==> src/inc/lpm_map.svh <==
`ifndef LPM_MAP_SVH
`define LPM_MAP_SVH

// Clock rate and oscillator restart time after stop
`define LPM_CLK_PERIOD_NS 4
`define LPM_SETTLE_NS     1000

// Reset values of the control bits
`define LPM_RST_DIV8  1'b1
`define LPM_RST_DRIVE 1'b1
`define LPM_RST_GATE  1'b0
`define LPM_RST_DIVF  2'b00
`define LPM_RST_MSTOP 1'b0
`define LPM_RST_SRC   1'b0
`define LPM_RST_HALT  1'b0
`define LPM_RST_CKSEL 2'b00

// Divider field codes and the ratios they give
`define LPM_DIVF_NONE 2'b00
`define LPM_DIVF_BY2  2'b01
`define LPM_DIVF_BY4  2'b10
`define LPM_DIVF_BY16 2'b11
`define LPM_RATIO_1   5'h01
`define LPM_RATIO_2   5'h02
`define LPM_RATIO_4   5'h04
`define LPM_RATIO_8   5'h08
`define LPM_RATIO_16  5'h10

// Clock output source codes
`define LPM_CKSEL_PORT 2'b00
`define LPM_CKSEL_FC   2'b01
`define LPM_CKSEL_F8   2'b10
`define LPM_CKSEL_F32  2'b11

`endif

==> src/inc/lpm_pkg.sv <==
`include "lpm_map.svh"

package lpm_pkg;

  // Power state of the clock controller
  typedef enum logic [1:0] {LPM_RUN, LPM_WAIT, LPM_STOP, LPM_SETTLE} lpm_state_e;

  typedef logic [4:0] lpm_ratio_t;

  // Bus clock divide ratio from the divide-by-8 select and the divider field
  function automatic lpm_ratio_t lpm_ratio(input logic div8, input logic [1:0] divf);
    lpm_ratio_t r;
    r = `LPM_RATIO_8;
    if (!div8) begin
      unique case (divf)
        `LPM_DIVF_NONE: r = `LPM_RATIO_1;
        `LPM_DIVF_BY2:  r = `LPM_RATIO_2;
        `LPM_DIVF_BY4:  r = `LPM_RATIO_4;
        `LPM_DIVF_BY16: r = `LPM_RATIO_16;
      endcase
    end
    return r;
  endfunction : lpm_ratio

endpackage : lpm_pkg

==> src/hdl/lpm_clock_ctrl.sv <==
`timescale 1ns/1ps
`include "lpm_map.svh"

module lpm_clock_ctrl #(
  parameter int AW        = 20,
  parameter int DW        = 16,
  parameter int PW        = 8,
  parameter int SETTLE_NS = `LPM_SETTLE_NS
) (
  input  wire logic               CLK,
  input  wire logic               RSTN,
  input  wire logic               CE,
  input  wire logic               CTRL_WE,
  input  wire logic               WR_ALL_CLOCK_HALT_BIT,
  input  wire logic               WR_FORCE_DIV8_SELECT,
  input  wire logic               WR_MAIN_OSC_DRIVE_STRENGTH,
  input  wire logic               WR_WAIT_PERIPH_CLOCK_GATE_BIT,
  input  wire logic               WR_DIVIDER_FIELD_LOW,
  input  wire logic               WR_DIVIDER_FIELD_HIGH,
  input  wire logic               WR_MAIN_OSC_STOP_BIT,
  input  wire logic               WR_SYSTEM_CLOCK_SOURCE_SELECT,
  input  wire logic [1:0]         WR_CLOCK_OUTPUT_SELECT,
  input  wire logic               WAIT_EXEC,
  input  wire logic               IRQ_ACCEPT,
  input  wire logic               SUB_OSC_INPUT,
  input  wire logic               TIMER_EXT_PULSE,
  input  wire logic               SERIAL_EXT_CLOCK,
  input  wire logic               TIMER_EXT_MODE,
  input  wire logic               SERIAL_EXT_SELECT,
  input  wire logic               BUS_EXPANSION_MODE,
  input  wire logic [AW-1:0]      ADDR_IN,
  input  wire logic [DW-1:0]      DATA_IN,
  input  wire logic [3:0]         CHIP_SELECT_LINE_N_IN,
  input  wire logic               BYTE_HIGH_ENABLE_N_IN,
  input  wire logic [3:0]         STROBE_N_IN,
  input  wire logic               HOLD_ACKNOWLEDGE_N_IN,
  input  wire logic               ADDR_LATCH_IN,
  input  wire logic [PW-1:0]      PORT_IN,
  output logic                    ALL_CLOCK_HALT_BIT,
  output logic                    FORCE_DIV8_SELECT,
  output logic                    MAIN_OSC_DRIVE_STRENGTH,
  output logic                    WAIT_PERIPH_CLOCK_GATE_BIT,
  output logic                    DIVIDER_FIELD_LOW,
  output logic                    DIVIDER_FIELD_HIGH,
  output logic                    MAIN_OSC_STOP_BIT,
  output logic                    SYSTEM_CLOCK_SOURCE_SELECT,
  output logic [1:0]              CLOCK_OUTPUT_SELECT,
  output lpm_pkg::lpm_state_e     POWER_STATE,
  output logic                    MAIN_OSC_EN,
  output logic                    SUB_OSC_EN,
  output logic                    BCLK_EN,
  output logic                    WDT_CLK_EN,
  output logic                    PERIPH_F1_EN,
  output logic                    PERIPH_F8_EN,
  output logic                    PERIPH_F32_EN,
  output logic                    SERIAL_AUX_CLOCK_EN,
  output logic                    CONVERTER_CLOCK_EN,
  output logic                    SUBCLOCK_DIRECT_EN,
  output logic                    SUBCLOCK_DIV32_EN,
  output logic                    TIMER_COUNT_EXT_EN,
  output logic                    SERIAL_EXT_CLK_EN,
  output logic                    HANDLER_START,
  output logic [AW-1:0]           ADDR_OUT,
  output logic [DW-1:0]           DATA_OUT,
  output logic [3:0]              CHIP_SELECT_LINE_N_OUT,
  output logic                    BYTE_HIGH_ENABLE_N_OUT,
  output logic [3:0]              STROBE_N_OUT,
  output logic                    HOLD_ACKNOWLEDGE_N_OUT,
  output logic                    ADDR_LATCH_OUT,
  output logic                    BUS_CLOCK_OUT,
  output logic [PW-1:0]           PORT_OUT,
  output logic                    CLOCK_OUTPUT_PIN
);
  import lpm_pkg::*;

  // Restart wait in cycles, rounded up, never below one
  localparam int SETTLE_RAW   = (SETTLE_NS + `LPM_CLK_PERIOD_NS - 1) / `LPM_CLK_PERIOD_NS;
  localparam int SETTLE_CYC   = (SETTLE_RAW < 1) ? 1 : SETTLE_RAW;
  localparam int SETTLE_BOUND = SETTLE_CYC + 3;
  localparam logic [15:0] SETTLE_LD = 16'(SETTLE_CYC);

  typedef struct packed {
    lpm_state_e    st;
    logic          div8;
    logic          drv;
    logic          gate;
    logic          mstop;
    logic          src;
    logic          halt;
    logic          bsrc;
    logic          hand;
    logic          busclk;
    logic          ck;
    logic          f8;
    logic          f32;
    logic          fc32t;
    logic [1:0]    divf;
    logic [1:0]    cksel;
    logic [15:0]   settle;
    logic [4:0]    pcnt;
    logic [4:0]    scnt;
    logic [AW-1:0] addr;
    logic [DW-1:0] data;
    logic [3:0]    cs_n;
    logic          bhe_n;
    logic [3:0]    stb_n;
    logic          hold_acknowledge_n;
    logic          ale;
    logic [PW-1:0] port;
  } lpm_ctl_s;

  lpm_ctl_s   q;
  lpm_ctl_s   n;
  logic [2:0] pin_lvl;
  logic [2:0] pin_rise;
  logic       sub_rise;
  logic       div_tick;
  logic       running;
  logic       lowp;
  logic       main_run;
  logic       periph_run;
  logic       div_run;
  logic       bclk_en;

  // Pins from outside the clock domain: sub oscillator, timer pulse, serial clock
  lpm_sync #(.W(3)) u_sync (
    .clk   (CLK),
    .rst_n (RSTN),
    .ce    (CE),
    .d     ({SERIAL_EXT_CLOCK, TIMER_EXT_PULSE, SUB_OSC_INPUT}),
    .level (pin_lvl),
    .rise  (pin_rise)
  );

  lpm_div u_div (
    .clk   (CLK),
    .rst_n (RSTN),
    .ce    (CE),
    .run   (div_run),
    .ratio (lpm_ratio(q.div8, q.divf)),
    .tick  (div_tick)
  );

  // Clock gating terms; settle counts as stop so nothing runs on a cold oscillator
  assign sub_rise   = pin_rise[0];
  assign running    = (q.st == LPM_RUN);
  assign lowp       = (q.st == LPM_STOP) || (q.st == LPM_SETTLE);
  assign main_run   = !lowp && !q.mstop;
  assign periph_run = main_run && !((q.st == LPM_WAIT) && q.gate);
  assign div_run    = main_run && running && !q.bsrc;
  assign bclk_en    = running && (q.bsrc ? sub_rise : div_tick);

  always_comb begin
    n = q;
    // Pulses last one cycle; with CE low they freeze like all other state
    if (CE) begin
      n.hand  = 1'b0;
      n.f8    = 1'b0;
      n.f32   = 1'b0;
      n.fc32t = 1'b0;
      // Power state sequencing; the CPU only writes or waits while running
      unique case (q.st)
        LPM_RUN: begin
          if (CTRL_WE) begin
            n.div8  = WR_FORCE_DIV8_SELECT;
            n.drv   = WR_MAIN_OSC_DRIVE_STRENGTH;
            n.gate  = WR_WAIT_PERIPH_CLOCK_GATE_BIT;
            n.divf  = {WR_DIVIDER_FIELD_HIGH, WR_DIVIDER_FIELD_LOW};
            n.mstop = WR_MAIN_OSC_STOP_BIT;
            n.src   = WR_SYSTEM_CLOCK_SOURCE_SELECT;
            n.cksel = WR_CLOCK_OUTPUT_SELECT;
            // Main stop with the sub clock already selected is low power entry
            if (WR_MAIN_OSC_STOP_BIT && !q.mstop && q.src && WR_SYSTEM_CLOCK_SOURCE_SELECT) begin
              n.div8 = 1'b1;
              n.drv  = 1'b1;
            end
            if (WR_ALL_CLOCK_HALT_BIT) begin
              n.st   = LPM_STOP;
              n.halt = 1'b1;
              if (!q.bsrc) begin
                n.div8 = 1'b1;
                n.drv  = 1'b1;
              end
            end
          end else if (WAIT_EXEC) begin
            n.st = LPM_WAIT;
          end
        end
        LPM_WAIT: begin
          // Source registers are untouched, so the old bus clock resumes
          if (IRQ_ACCEPT) begin
            n.st   = LPM_RUN;
            n.hand = 1'b1;
          end
        end
        LPM_STOP: begin
          // Nothing but an accepted interrupt leaves stop; reset acts asynchronously
          if (IRQ_ACCEPT) begin
            n.st     = LPM_SETTLE;
            n.settle = SETTLE_LD;
          end
        end
        LPM_SETTLE: begin
          if (q.settle <= 16'h0001) begin
            n.st   = LPM_RUN;
            n.hand = 1'b1;
            n.halt = 1'b0;
          end else begin
            n.settle = q.settle - 16'h0001;
          end
        end
      endcase

      // Source change lands on a pulse of the old source, or at once from the main clock if main stop is set
      if (q.src != q.bsrc && (q.bsrc ? sub_rise : (div_tick || q.mstop))) begin
        n.bsrc = q.src;
      end

      // Peripheral prescaler runs off the main clock
      if (periph_run) begin
        n.pcnt = q.pcnt + 5'h01;
        n.f8   = (q.pcnt[2:0] == 3'h7);
        n.f32  = (q.pcnt == 5'h1F);
      end

      // Sub clock over 32 keeps going in wait but not in stop
      if (!lowp && sub_rise) begin
        n.scnt  = q.scnt + 5'h01;
        n.fc32t = (q.scnt == 5'h1F);
      end

      // Bus pins follow the CPU while running and freeze or park high otherwise
      if (running) begin
        n.addr   = ADDR_IN;
        n.data   = DATA_IN;
        n.cs_n   = CHIP_SELECT_LINE_N_IN;
        n.bhe_n  = BYTE_HIGH_ENABLE_N_IN;
        n.stb_n  = STROBE_N_IN;
        n.hold_acknowledge_n = HOLD_ACKNOWLEDGE_N_IN;
        n.ale    = ADDR_LATCH_IN;
        n.port   = PORT_IN;
        n.busclk = bclk_en ? ~q.busclk : q.busclk;
      end else if (BUS_EXPANSION_MODE) begin
        n.stb_n  = 4'hF;
        n.hold_acknowledge_n = 1'b1;
        n.ale    = 1'b1;
        n.busclk = 1'b1;
      end

      // Clock output pin, single-chip mode only
      if (!BUS_EXPANSION_MODE) begin
        unique case (q.cksel)
          `LPM_CKSEL_FC:   n.ck = lowp ? 1'b1 : pin_lvl[0];
          `LPM_CKSEL_F8:   n.ck = q.f8 ? ~q.ck : q.ck;
          `LPM_CKSEL_F32:  n.ck = q.f32 ? ~q.ck : q.ck;
          `LPM_CKSEL_PORT: n.ck = q.ck;
        endcase
      end
    end
  end

  // Control bits take their reset values here, divide-by-8 among them
  always_ff @(posedge CLK or negedge RSTN) begin
    if (!RSTN) begin
      q       <= '0;
      q.st    <= LPM_RUN;
      q.div8  <= `LPM_RST_DIV8;
      q.drv   <= `LPM_RST_DRIVE;
      q.gate  <= `LPM_RST_GATE;
      q.divf  <= `LPM_RST_DIVF;
      q.mstop <= `LPM_RST_MSTOP;
      q.src   <= `LPM_RST_SRC;
      q.bsrc  <= `LPM_RST_SRC;
      q.halt  <= `LPM_RST_HALT;
      q.cksel <= `LPM_RST_CKSEL;
      q.stb_n <= 4'hF;
      q.cs_n  <= 4'hF;
      q.bhe_n <= 1'b1;
      q.hold_acknowledge_n <= 1'b1;
      q.busclk <= 1'b1;
    end else begin
      q <= n;
    end
  end

  // Status and clock enables
  assign ALL_CLOCK_HALT_BIT         = q.halt;
  assign FORCE_DIV8_SELECT          = q.div8;
  assign MAIN_OSC_DRIVE_STRENGTH    = q.drv;
  assign WAIT_PERIPH_CLOCK_GATE_BIT = q.gate;
  assign DIVIDER_FIELD_LOW          = q.divf[0];
  assign DIVIDER_FIELD_HIGH         = q.divf[1];
  assign MAIN_OSC_STOP_BIT          = q.mstop;
  assign SYSTEM_CLOCK_SOURCE_SELECT = q.src;
  assign CLOCK_OUTPUT_SELECT        = q.cksel;
  assign POWER_STATE                = q.st;
  assign MAIN_OSC_EN                = (q.st != LPM_STOP) && !q.mstop;
  assign SUB_OSC_EN                 = (q.st != LPM_STOP);
  assign BCLK_EN                    = bclk_en;
  assign WDT_CLK_EN                 = bclk_en;
  assign PERIPH_F1_EN               = periph_run;
  assign PERIPH_F8_EN               = q.f8;
  assign PERIPH_F32_EN              = q.f32;
  assign SERIAL_AUX_CLOCK_EN        = periph_run;
  assign CONVERTER_CLOCK_EN         = periph_run;
  assign SUBCLOCK_DIRECT_EN         = !lowp && sub_rise;
  assign SUBCLOCK_DIV32_EN          = q.fc32t;
  // External clocks bypass all gating so counters keep running in stop
  assign TIMER_COUNT_EXT_EN         = TIMER_EXT_MODE && pin_rise[1];
  assign SERIAL_EXT_CLK_EN          = SERIAL_EXT_SELECT && pin_rise[2];
  assign HANDLER_START              = q.hand;
  assign ADDR_OUT                   = q.addr;
  assign DATA_OUT                   = q.data;
  assign CHIP_SELECT_LINE_N_OUT     = q.cs_n;
  assign BYTE_HIGH_ENABLE_N_OUT     = q.bhe_n;
  assign STROBE_N_OUT               = q.stb_n;
  assign HOLD_ACKNOWLEDGE_N_OUT     = q.hold_acknowledge_n;
  assign ADDR_LATCH_OUT             = q.ale;
  assign BUS_CLOCK_OUT              = q.busclk;
  assign PORT_OUT                   = q.port;
  assign CLOCK_OUTPUT_PIN           = q.ck;
endmodule : lpm_clock_ctrl

==> src/hdl/lpm_sync.sv <==
`timescale 1ns/1ps

module lpm_sync #(
  parameter int W = 1
) (
  input  wire logic         clk,
  input  wire logic         rst_n,
  input  wire logic         ce,
  input  wire logic [W-1:0] d,
  output logic      [W-1:0] level,
  output logic      [W-1:0] rise
);

  typedef struct packed {
    logic [W-1:0] s1;
    logic [W-1:0] s2;
    logic [W-1:0] s3;
  } lpm_sync_s;

  lpm_sync_s q;
  lpm_sync_s n;

  // Two stages for metastability, a third only for the edge
  always_comb begin
    n = q;
    if (ce) begin
      n.s1 = d;
      n.s2 = q.s1;
      n.s3 = q.s2;
    end
  end

  always_ff @(posedge clk or negedge rst_n) begin
    if (!rst_n) q <= '0;
    else        q <= n;
  end

  assign level = q.s2;
  assign rise  = q.s2 & ~q.s3;

endmodule : lpm_sync

==> src/hdl/lpm_div.sv <==
`timescale 1ns/1ps
`include "lpm_map.svh"

module lpm_div (
  input  wire logic       clk,
  input  wire logic       rst_n,
  input  wire logic       ce,
  input  wire logic       run,
  input  wire logic [4:0] ratio,
  output logic            tick
);
  import lpm_pkg::*;

  typedef struct packed {
    logic [4:0] cnt;
    logic [4:0] cur;
    logic       tick;
  } lpm_div_s;

  lpm_div_s q;
  lpm_div_s n;

  // A new ratio is taken only at the end of a period, so no short pulse appears
  always_comb begin
    n = q;
    if (ce) begin
      n.tick = 1'b0;
    end
    if (ce && run) begin
      if (q.cnt + 5'h01 >= q.cur) begin
        n.cnt  = 5'h00;
        n.tick = 1'b1;
        n.cur  = ratio;
      end else begin
        n.cnt = q.cnt + 5'h01;
      end
    end
  end

  // Out of reset the bus clock runs at one eighth
  always_ff @(posedge clk or negedge rst_n) begin
    if (!rst_n) q <= '{cnt: 5'h00, cur: `LPM_RATIO_8, tick: 1'b0};
    else        q <= n;
  end

  assign tick = q.tick;
endmodule : lpm_div

==> config.mk <==
export PLATFORM = sky130hd
export DESIGN_NAME = lpm_clock_ctrl
export DESIGN_NICKNAME = d
export VERILOG_FILES = /design/src/inc/lpm_pkg.sv /design/src/hdl/lpm_clock_ctrl.sv /design/src/hdl/lpm_sync.sv /design/src/hdl/lpm_div.sv
export VERILOG_INCLUDE_DIRS = /design/src /design/src/inc
export SDC_FILE = /design/constraint.sdc
export NUM_CORES = 1
export LEC_CHECK = 0
export ABC_AREA = 0
export BUFFER_PORTS_ARGS = -buffer_cell sky130_fd_sc_hd__buf_2
export CORE_AREA = 2 2 106 108
export DETAILED_ROUTE_END_ITERATION = 16
export DIE_AREA = 0 0 108 110
export GPL_TIMING_DRIVEN = 1
export PLACE_DENSITY = 0.82
export RECOVER_POWER = 25
export SLEW_MARGIN = 20
export SYNTH_ARGS = -nofsm -noshare
export SYNTH_HDL_FRONTEND = slang
export SYNTH_SLANG_ARGS = --single-unit
==> constraint.sdc <==
create_clock -name CLK -period 3.7 [get_ports CLK]
set_input_delay 0.185 -clock CLK [delete_from_list [all_inputs] [get_ports CLK]]
set_output_delay 0.185 -clock CLK [all_outputs]
set_load 0.05 [all_outputs]
==> flow_summary.json <==
{
  "status": "finished, final reports clean",
  "finalCriticalPeriod_ns": 2.36,
  "clkSinkCount": 120,
  "grt_pass1_vias": 4282,
  "drive_gt1_share_pct": 39.6,
  "critPathCaptureType": "register",
  "tns_ns": 0,
  "worstPathArrival_ns": 2.74,
  "yosysSeqAreaShare_pct": 52.2,
  "diodes": 0,
  "insertion_delay_ns": 0.51,
  "cts_tree": "yes",
  "numPortBuffers": 159,
  "ctsHtreeMaxLevel": 4,
  "initial_utilization_pct": 54.1,
  "ant_nets": 0,
  "ys_warn_count": 0,
  "relSlewSlack_pct": 36.6,
  "drtIter0Drc": 191,
  "synth_area_sq_mm": 0.00579,
  "ios": 160,
  "cts_setup_buffers": 0,
  "leakagePower_nw": 3.46,
  "drt-vias-per-instance": 5.21,
  "synthFlopType": "dfrtp_1",
  "core-area_sq_mm": 0.0107,
  "cap_violations": 0,
  "async_reset_ff_share_pct": 100,
  "place.gp.congestion": 0.839,
  "clockRootBuffer": "clkbuf_8",
  "grt_antenna_before_repair": 0,
  "final_common_cell": "buf_2",
  "die-area_sq_mm": 0.0119,
  "drtPass1Iterations": 4,
  "num_vias": 4279,
  "clk_path_buf_depth": 2,
  "fmax_mhz": 424,
  "cp_data_required_time_ns": 4.08,
  "gr-total-overflow": 0,
  "finalNetCount": 758,
  "grt_pass1_wl_um": 20300,
  "n_fill_cell": 768,
  "cp-start-kind": "register",
  "setup_viol": 0,
  "syn_avg_cell_area_sq_um": 11.7,
  "synth-edff-count": 0,
  "tightestPinTransition_ns": 0.950,
  "drcViolationCount": 0,
  "synth.ff_latch_count": 120,
  "clk_transition_reported_paths_ns": 0.06,
  "syn_nets": 585,
  "p_per_area_mw_per_mm2": 811,
  "fin_crit_sh_pct": 63.7,
  "hold_viol": 0,
  "synth_cell_type_count": 54,
  "grt_max_degree": 62,
  "finalClockSkew_ns": 0.00896,
  "die_height_um": 110,
  "wl_per_cell_um": 15.7,
  "cts_resized": 0,
  "rsz0062_at_grt": "false",
  "synthCells": 495,
  "num_rows": 38,
  "ir_drop_v": 0.000602,
  "worstSetupPathType": "register to register",
  "grtUsageTotal_pct": 22.3,
  "finalWirelength_um": 12900,
  "cts_buffers": 17,
  "hpwl_um": 8210,
  "hp-class": "primary input to register",
  "cp_max_fo": 6,
  "finalMaxSlewViolations": 0,
  "die_w_um": 108,
  "area_growth_syn_to_layout_pct": 29.3,
  "final_cell_mix": "buf_2 (142), dfrtp_1 (106), mux2_2 (72), dlygate4sd3_1 (70), nor2_1 (28)",
  "utilization_pct": 70.0
}
[logic make-up after synthesis]
| family | synth area share (%) |
|---|---|
| AOI/OAI and AO/OA | 7.26 |
| xor gates and xnor gates | 2.42 |
| adders and majority gates | 2.81 |
| buffers and inverters | 10.5 |
| muxes | 15.2 |
| and+or+nand+nor | 9.62 |
| DFF | 52.2 |
[metal layers]
layer | GRT usage [%] | share of wire, % | up-vias
li1 | - | - | 2019
met1 | 27.0 | 41 | 2056
met2 | 37.9 | 50 | 172
met3 | 4.88 | 6.7 | 32
met4 | 11.1 | 2.7 | 0
met5 | 0 | 0 | -
[worst paths after layout]
kind,slack [ns],cells past startpoint,to,from
worst max-delay path,1.34,8,u_div.q[1],u_div.q[6]
worst min-delay path,0.06,3,ALL_CLOCK_HALT_BIT,CTRL_WE
worst max register to register,1.34,8,u_div.q[1],u_div.q[6]
worst min register to register,0.47,1,q[63],q[63]
max in group asynchronous,2.49,3,HOLD_ACKNOWLEDGE_N_OUT,RSTN
min in group asynchronous,0.27,2,ADDR_OUT[4],RSTN
[state kept, by name, summed over array words and instances, names as in the netlist, 2 cells and up]
| signal | count |
|---|---|
| u_sync.q | 6 |
| POWER_STATE | 2 |
| DATA_OUT | 16 |
| PORT_OUT | 8 |
| u_sync.level | 3 |
| ADDR_OUT | 20 |
| u_div.q | 10 |
| CHIP_SELECT_LINE_N_OUT | 4 |
| CLOCK_OUTPUT_SELECT | 2 |
| q | 27 |
| STROBE_N_OUT | 4 |
[Yosys cell counts, types with 2 or more instances]
cell type | number | share of area (%)
a31oi_1 | 2 | 0.22
or3_1 | 4 | 0.43
mux2i_1 | 7 | 1.2
a21oi_1 | 9 | 0.78
nor3_1 | 6 | 0.52
and3_1 | 4 | 0.43
or2_2 | 2 | 0.22
inv_1 | 17 | 1.1
mux2_2 | 72 | 14
or4_1 | 2 | 0.26
nand3_1 | 14 | 1.2
nand2_1 | 25 | 1.6
ha_1 | 13 | 2.8
buf_2 | 5 | 0.43
o2111ai_1 | 3 | 0.45
dfrtp_1 | 106 | 46
buf_6 | 2 | 0.39
xnor2_1 | 7 | 1.1
nor4_1 | 2 | 0.22
nand3b_1 | 3 | 0.39
a21o_1 | 2 | 0.26
xor2_1 | 9 | 1.4
a22o_1 | 5 | 0.76
nand4b_1 | 2 | 0.30
buf_4 | 60 | 7.8
o31ai_1 | 2 | 0.26
and2_1 | 3 | 0.32
nor2b_1 | 3 | 0.32
clkbuf_1 | 11 | 0.71
o22a_1 | 2 | 0.30
o211ai_1 | 5 | 0.65
o21ai_0 | 23 | 2.0
nor2_1 | 28 | 1.8
dfstp_2 | 14 | 6.4
a22oi_1 | 2 | 0.26
[repair_timing]
item | in CTS | in global routing
endpoints found under the setup margin | 0 | 0
hold buffers | 70 | 0
endpoints found under the hold margin | 118 | 0
[power by group]
part           leakage [nW]  total [W]  switching, W  internal [W]
clock                 0.273    0.00154      0.000553      0.000989
sequential             1.42    0.00209      0.000312       0.00178
combinational          1.76    0.00243       0.00174      0.000693
[metrics by stage]
step                      cells  hold slack (ns)  instance area (sq um)  total power, W  setup WS (ns)
final                       821           0.0571                   7480         0.00607           1.34
after global routing        821           0.0585                   7480         0.00635           1.16
after CTS                   821           0.0249                   7510         0.00611           1.33
after detailed placement    719            0.280                   6250         0.00449           1.35
after global placement      719            0.262                   6250         0.00441           1.46
after floorplan             495           -0.111                   5790         0.00432          0.688
[final cells by class]
| cell class | instances | area [sq um] | area share, % |
|---|---|---|---|
| flip-flops and latches | 120 | 3020 | 40.4 |
| multi-input cells | 279 | 2160 | 28.9 |
| repair buffers | 233 | 1510 | 20.1 |
| clock buffers | 24 | 460 | 6.15 |
| well taps | 140 | 175 | 2.34 |
| clock inverters | 8 | 96.3 | 1.29 |
| inverters | 17 | 63.8 | 0.853 |
[worst max-delay path, stage by stage (launching register included)]
cell and delay, ns:
dfrtp_1 0.42, ha_1 0.24, xor2_1 0.19, ha_1 0.28, a21o_1 0.17, a31oi_1 0.13, o21ai_0 0.15, nand3_1 0.27
mux2_2 0.38
Note: power is estimated with default switching activity, not from simulation.
